$ cat config.mk
export PLATFORM = sky130hd
export DESIGN_NAME = ppd_top
export DESIGN_NICKNAME = d
export VERILOG_FILES = /design/src/hw/ppd_pkg.sv /design/src/hw/ppd_prescaler.sv /design/src/hw/ppd_top.sv
export SDC_FILE = /design/constraint.sdc
export NUM_CORES = 1
export LEC_CHECK = 0
export BUFFER_PORTS_ARGS = -buffer_cell sky130_fd_sc_hd__buf_2
export CAP_MARGIN = 40
export CORE_MARGIN = 2
export CORE_UTILIZATION = 50
export CTS_CLUSTER_DIAMETER = 60
export DETAILED_ROUTE_END_ITERATION = 12
export PLACE_DENSITY = 0.67
export SYNTH_ARGS = -nofsm -noshare
export SYNTH_HDL_FRONTEND = slang
export SYNTH_SLANG_ARGS = --single-unit
$ cat constraint.sdc
create_clock -name ref_clk -period 3.6 [get_ports ref_clk]
set_input_delay 0 -clock ref_clk [delete_from_list [all_inputs] [get_ports ref_clk]]
set_output_delay 0 -clock ref_clk [all_outputs]
set_load 0.005 [all_outputs]
$ cat src/hw/ppd_pkg.sv
/*
 package for the phase detector and dual modulus divider core: constants and carrier structs.
 assumes one clock, ref_clk, at 250 MHz; all pin inputs are synchronous to it.
*/
package ppd_pkg;
	localparam int unsigned REF_DIV       = 4;
	localparam int unsigned REF_CNT_W     = 2;
	localparam int unsigned PRE_MOD_HIGH  = 16;
	localparam int unsigned PRE_MOD_LOW   = 15;
	localparam int unsigned PRE_CNT_W     = 4;
	localparam logic [3:0]  PRE_LAST_HIGH = 4'hf;
	localparam logic [3:0]  PRE_LAST_LOW  = 4'he;
	localparam logic [3:0]  PRE_HALF      = 4'h8;
	localparam logic [1:0]  REF_HALF      = 2'h2;
	localparam logic [1:0]  REF_CNT_RST   = 2'h0;
	localparam logic [3:0]  PRE_CNT_RST   = 4'h0;

	// comparator inputs and last-seen levels
	typedef struct packed {
		logic in_a;
		logic in_b;
	} ppd_cmp_in_t;

	// comparator pump outputs
	typedef struct packed {
		logic sink_n;
		logic rise;
	} ppd_cmp_out_t;
endpackage

$ cat src/hw/ppd_prescaler.sv
/*
 divide by 16 or 15 prescaler, counting on an enable pulse.
 assumes pre_clk_fall is a one-cycle pulse per falling edge of the prescaler clock pin.
*/
`timescale 1ns/1ps
module ppd_prescaler (
	input  wire logic ref_clk,
	input  wire logic resetn,
	input  wire logic pre_clk_fall,
	input  wire logic modulus_high,
	output logic      pre_out
);
	logic [3:0] count;
	logic [3:0] next_count;
	logic       next_pre_out;
	logic [3:0] last;

	// next count and output level
	always_comb begin
		last = modulus_high ? ppd_pkg::PRE_LAST_HIGH : ppd_pkg::PRE_LAST_LOW;
		next_count = count;
		next_pre_out = pre_out;
		if (pre_clk_fall) begin
			if (count >= last) begin
				next_count = ppd_pkg::PRE_CNT_RST;
			end else begin
				next_count = 4'(count + 4'h1);
			end
			// high for first half, one fall per cycle
			next_pre_out = (next_count < ppd_pkg::PRE_HALF);
		end
	end

	// register the state
	always_ff @(posedge ref_clk or negedge resetn) begin
		if (!resetn) begin
			count   <= ppd_pkg::PRE_CNT_RST;
			pre_out <= 1'b1;
		end else begin
			count   <= next_count;
			pre_out <= next_pre_out;
		end
	end
endmodule

$ cat src/hw/ppd_top.sv
/*
 pll digital core: reference divide by four, phase/frequency comparator, dual modulus prescaler.
 assumes all inputs synchronous to ref_clk; the external counter drives modulus_high.
*/
// How it works
// - reference clock divided by four in fixed stage, shown on ref_div4_out.
// - comparator reacts only to falling edges of each input.
// - pump pulse lasts from first input fall to second input fall.
// - edge-latched state machine detects frequency and phase, locks at zero phase.
// - a falls first: sink_n pulses low, rise stays low.
// - b falls first: rise pulses high, sink_n stays high.
// - prescaler divides by 16 when modulus_high is high, else 15.
`timescale 1ns/1ps
module ppd_top (
	input  wire logic ref_clk,
	input  wire logic resetn,
	input  wire logic osc_in,
	output logic      ref_div4_out,
	input  wire logic cmp_a,
	input  wire logic cmp_b,
	output logic      sink_n,
	output logic      rise,
	input  wire logic pre_clk,
	input  wire logic modulus_high,
	output logic      pre_out
);
	typedef enum logic [2:0] {
		PPD_IDLE = 3'b001,
		PPD_DOWN = 3'b010,
		PPD_UP   = 3'b100
	} ppd_state_t;

	ppd_pkg::ppd_cmp_in_t  cmp_prev;
	ppd_pkg::ppd_cmp_in_t  next_cmp_prev;
	ppd_pkg::ppd_cmp_out_t cmp_q;
	ppd_pkg::ppd_cmp_out_t next_cmp_q;
	ppd_state_t            state;
	ppd_state_t            next_state;
	logic                  fall_a;
	logic                  fall_b;
	logic                  osc_prev;
	logic                  next_osc_prev;
	logic [1:0]            ref_cnt;
	logic [1:0]            next_ref_cnt;
	logic                  next_ref_div4;
	logic                  pre_prev;
	logic                  next_pre_prev;
	logic                  pre_clk_fall;

	// reference divider: counts oscillator rising edges
	always_comb begin
		next_osc_prev = osc_in;
		next_ref_cnt  = ref_cnt;
		if (osc_in && !osc_prev) begin
			next_ref_cnt = 2'(ref_cnt + 2'h1);
		end
		next_ref_div4 = (next_ref_cnt < ppd_pkg::REF_HALF);
	end

	always_ff @(posedge ref_clk or negedge resetn) begin
		if (!resetn) begin
			osc_prev     <= 1'b0;
			ref_cnt      <= ppd_pkg::REF_CNT_RST;
			ref_div4_out <= 1'b1;
		end else begin
			osc_prev     <= next_osc_prev;
			ref_cnt      <= next_ref_cnt;
			ref_div4_out <= next_ref_div4;
		end
	end

	// falling edge detect, rising edges ignored
	assign fall_a = cmp_prev.in_a && !cmp_a;
	assign fall_b = cmp_prev.in_b && !cmp_b;

	// comparator state machine
	always_comb begin
		next_cmp_prev.in_a = cmp_a;
		next_cmp_prev.in_b = cmp_b;
		next_state = state;
		unique case (state)
			PPD_IDLE: begin
				// simultaneous falls: zero phase, stay idle
				if (fall_a && !fall_b) begin
					next_state = PPD_DOWN;
				end else if (fall_b && !fall_a) begin
					next_state = PPD_UP;
				end
			end
			PPD_DOWN: begin
				// further a falls keep pulse: frequency detect
				if (fall_b) begin
					next_state = PPD_IDLE;
				end
			end
			PPD_UP: begin
				if (fall_a) begin
					next_state = PPD_IDLE;
				end
			end
			default: begin
				next_state = PPD_IDLE;
			end
		endcase
		// pulse width equals interval between falls
		next_cmp_q.sink_n = (next_state != PPD_DOWN);
		next_cmp_q.rise   = (next_state == PPD_UP);
	end

	always_ff @(posedge ref_clk or negedge resetn) begin
		if (!resetn) begin
			cmp_prev <= '0;
			state    <= PPD_IDLE;
			cmp_q    <= '{sink_n: 1'b1, rise: 1'b0};
		end else begin
			cmp_prev <= next_cmp_prev;
			state    <= next_state;
			cmp_q    <= next_cmp_q;
		end
	end

	assign sink_n = cmp_q.sink_n;
	assign rise   = cmp_q.rise;

	// prescaler clock falling edge pulse
	always_comb begin
		next_pre_prev = pre_clk;
	end

	always_ff @(posedge ref_clk or negedge resetn) begin
		if (!resetn) begin
			pre_prev <= 1'b0;
		end else begin
			pre_prev <= next_pre_prev;
		end
	end

	assign pre_clk_fall = pre_prev && !pre_clk;

	// modulus held high by outside for fixed 16
	ppd_prescaler u_pre (
		.ref_clk      (ref_clk),
		.resetn       (resetn),
		.pre_clk_fall (pre_clk_fall),
		.modulus_high (modulus_high),
		.pre_out      (pre_out)
	);
endmodule

==> impl_results.md <==
- Crit path max-delay cell type: dfrtp_1
- GRT Util Overall: between 10% and 20%
- PnR Total Power: 0.561 mW
- Area Overhead vs Synth: 19.3%
- Die Width: 42.8 um
- PD cells: 625 nW/um^2
- CP Data Required Time: 3.82 ns
- N_diodes: 0
- Synth Register Bits: 17
- Top-area cell type share of the netlist area: 43.3%
- Startpoint types: register
- Final ANT Viol Nets: 0
- YS warnings: 0
- Maximum clock rate: 785 MHz
- Final net count: 93
- Main combinational cell family by area after synthesis: simple AND/OR/NAND/NOR gates
- Largest area contributor in the netlist: dfrtp_1
- Initial DRC count: 5
- Sum of negative setup slack: 0 ns
- Number of vias per cell: approximately 5.2
- CP endpoint kind: register
- Clock Latency Late Sink: 0.28 ns
- Core ar.: about 1400 um^2
- Synth Area in Adders: 3.33%
- CP most frequent cell: inv_1
- Max-cap viol count: 0
- Root buffer cell: clkbuf_4
- Post-synth EDFFs: 0
- Endpoints failing setup: 0
- Final WS setup: 2.33 ns
- Post-CTS Hold Buffers: 5
- H-tree Lvls: 1
- Post-Place Worst Slack: around 2.3 ns
- Post-CTS Setup Bufs: 0
- WL/cell: 12.4 um
- Detailed placement HPWL: roughly 850 um
- Die Span Y: 42.8 um
- Ports: 11
- Largest net degree at the start of global routing: 18
- Final hold violations: 0
- CTS tree: done
- CTS resizes: 0
- Synth Cell Area: 752 um^2
- CTS buffer count: 3
- DRC Markers: 0
- Asr flop ratio synth: 100%
- First-pass GRT wire length: 2150 um
- Slowest stage delay, CP: 0.41 ns
- Drt first pass iters: 3
- Fin cells: 98
- Run status: finished, final reports clean
- Arrival time at the worst endpoint: 1.49 ns
- RSZ-0062 raised after global routing: false
- Syn_area_per_cell: 11.7 um^2
- Tcrit/Tclk final: 35.4%
- Top cell family by delay on the critical path: flip-flops
- Area contributors post-synth: dfrtp_1 43%, dfstp_2 14%, ha_1 3.3%
- Slew Limit Headroom: 75.5%
- IR drop worst, VDD: 0.000285 V
- Post-Route Skew: approximately 0.003 ns
- Worst-path clk slew: 0.09 ns
- Syn nets: between 70 and 80
- CTS Sinks: 17
- Slew @ Worst Pin: 0.367 ns
- Initial antenna violation count: 0
- Most used DFF post-synth: dfrtp_1
- Clock buffer depth: 2
- Class of the most critical setup path: reg -> reg
- Crit-path max FO: 5
- DIE AREA: 1830 um^2
- Crit path cell chain: inv_1 > ha_1 > inv_1 > a21oi_2 > o31a_1
- Static Leak: 0.400 nW
- Compound-Gate Fraction of Synth Area: 9.65%
- Register area share after synthesis: 57.2%
- Worst hold-check path type: in -> async
- GR Overflow Total: 0
- GPL Wtd Cong: 0.676
- Xor/xnor share of the synthesized area: 4.66%
- Total wire length: 1220 um
- Via count: 513
- DP Cell Count: 89
- Row count: 13
- Simple-Gate Fraction of Synth Area: 23.6%
- WP buf/inv: 2
- Vias in the first global route: 479
- PortBufs: 10
- Starting Density: 55.7%
- Unique cell type count in the Yosys netlist: 26
- Fraction of layout cells with a size suffix above 1: a little over a quarter
- Synth Instances: 64
- Mux share of post-synthesis cell area: 0%
- Slew Limit Fails: 0
- Tmin final: 1.27 ns
==> routing by layer <==
metal  global-route usage [%]  vias to the layer above  part of all wire, %
li1                         -                      261                    -
met1                     22.1                      239                   50
met2                     23.6                        9                   45
met3                     3.83                        4                  2.7
met4                     9.38                        0                  2.2
met5                        0                        -                    0
==> logic make-up after synthesis <==
kind of cell	after synthesis
XOR/XNOR	4
flip-flops	17
adder cells (fa/ha/maj)	2
buffers and inverters	3
AO/OA/AOI/OAI	11
AND/OR/NAND/NOR	27
==> where the power goes <==
group | internal, mW | switching (mW) | total, mW | leakage, nW
sequential | 0.259 | 0.0499 | 0.308 | 0.197
clock | 0.0430 | 0.0552 | 0.0982 | 0.0150
combinational | 0.0807 | 0.0737 | 0.154 | 0.188
total | 0.382 | 0.179 | 0.561 | 0.400
==> worst reg2reg max path: cells and delay by family, from the launching register on <==
kind	cells	cell delay [ns]
AOI/OAI and AO/OA	2	0.39
adders and majority gates	1	0.27
buffers and inverters	2	0.15
DFF	1	0.41
==> layout by cell type, fill, tap and decap left out, drive strengths merged <==
| master | netlist | final |
|---|---|---|
| a21oi | 3 | 3 |
| o31a | 1 | 1 |
| or3 | 2 | 2 |
| inv | 3 | 3 |
| o211ai | 1 | 1 |
| dfrtp | 13 | 13 |
| nand2 | 6 | 6 |
| nor3 | 2 | 2 |
| nor2b | 4 | 4 |
| xnor2 | 2 | 2 |
| nand3b | 2 | 2 |
| nand2b | 5 | 5 |
| ha | 2 | 2 |
| xor2 | 2 | 2 |
| and2b | 1 | 1 |
| o21ai | 3 | 3 |
| buf | 0 | 10 |
| dfstp | 4 | 4 |
| nand3 | 2 | 2 |
| clkbuf | 0 | 4 |
| nor3b | 1 | 1 |
| a211oi | 3 | 3 |
| dlygate4sd3 | 0 | 5 |
| nor4bb | 1 | 1 |
| nor4b | 1 | 1 |
==> synth_stat cells, types with 2 or more instances <==
master	count
xnor2_1	2
nor2b_1	3
or3_1	2
inv_1	3
nand2_1	6
nand3b_1	2
ha_1	2
xor2_1	2
nor3_1	2
dfrtp_1	13
a211oi_1	3
a21oi_1	2
dfstp_2	4
nand2b_1	4
o21ai_0	3
==> area by class of cell <==
cell class | instances | area (um^2)
fill | 111 | 453
sequential | 17 | 430
multi-input combinational | 44 | 310
timing repair buffer | 15 | 100
clock buffer | 4 | 26.3
tap | 15 | 18.8
inverter | 3 | 11.3
==> through the flow <==
step           instance area (um^2)  utilization, %  hold slack (ns)
2_1_floorplan                   752               -           -0.296
3_3_place_gp                    821            60.8          -0.0646
3_5_place_dp                    821            60.8          -0.0608
4_1_cts                         897            66.5            0.158
5_1_grt                         897            66.5            0.181
6_report                        897            66.5            0.151
==> flip-flops by register name, indices dropped and copies added, names as in the netlist <==
register and count:
state 3, ref_cnt 2, cmp_prev 2, u_pre.count 4, sink_n 1, osc_prev 1
pre_prev 1, u_pre.pre_out 1, ref_div4_out 1, rise 1
==> path summary, 6_finish.rpt <==
kind | start | end | slack [ns] | cells past startpoint
min in group ref_clk | modulus_high | u_pre.count[1] | 0.21 | 4
min | resetn | u_pre.count[3] | 0.15 | 2
max | u_pre.count[0] | u_pre.pre_out | 2.33 | 5
max reg2reg | u_pre.count[0] | u_pre.pre_out | 2.33 | 5
min reg2reg | ref_cnt[0] | ref_cnt[0] | 0.48 | 1
max in group asynchronous | resetn | sink_n | 3.14 | 2
Power figures use the tool's default switching activity.
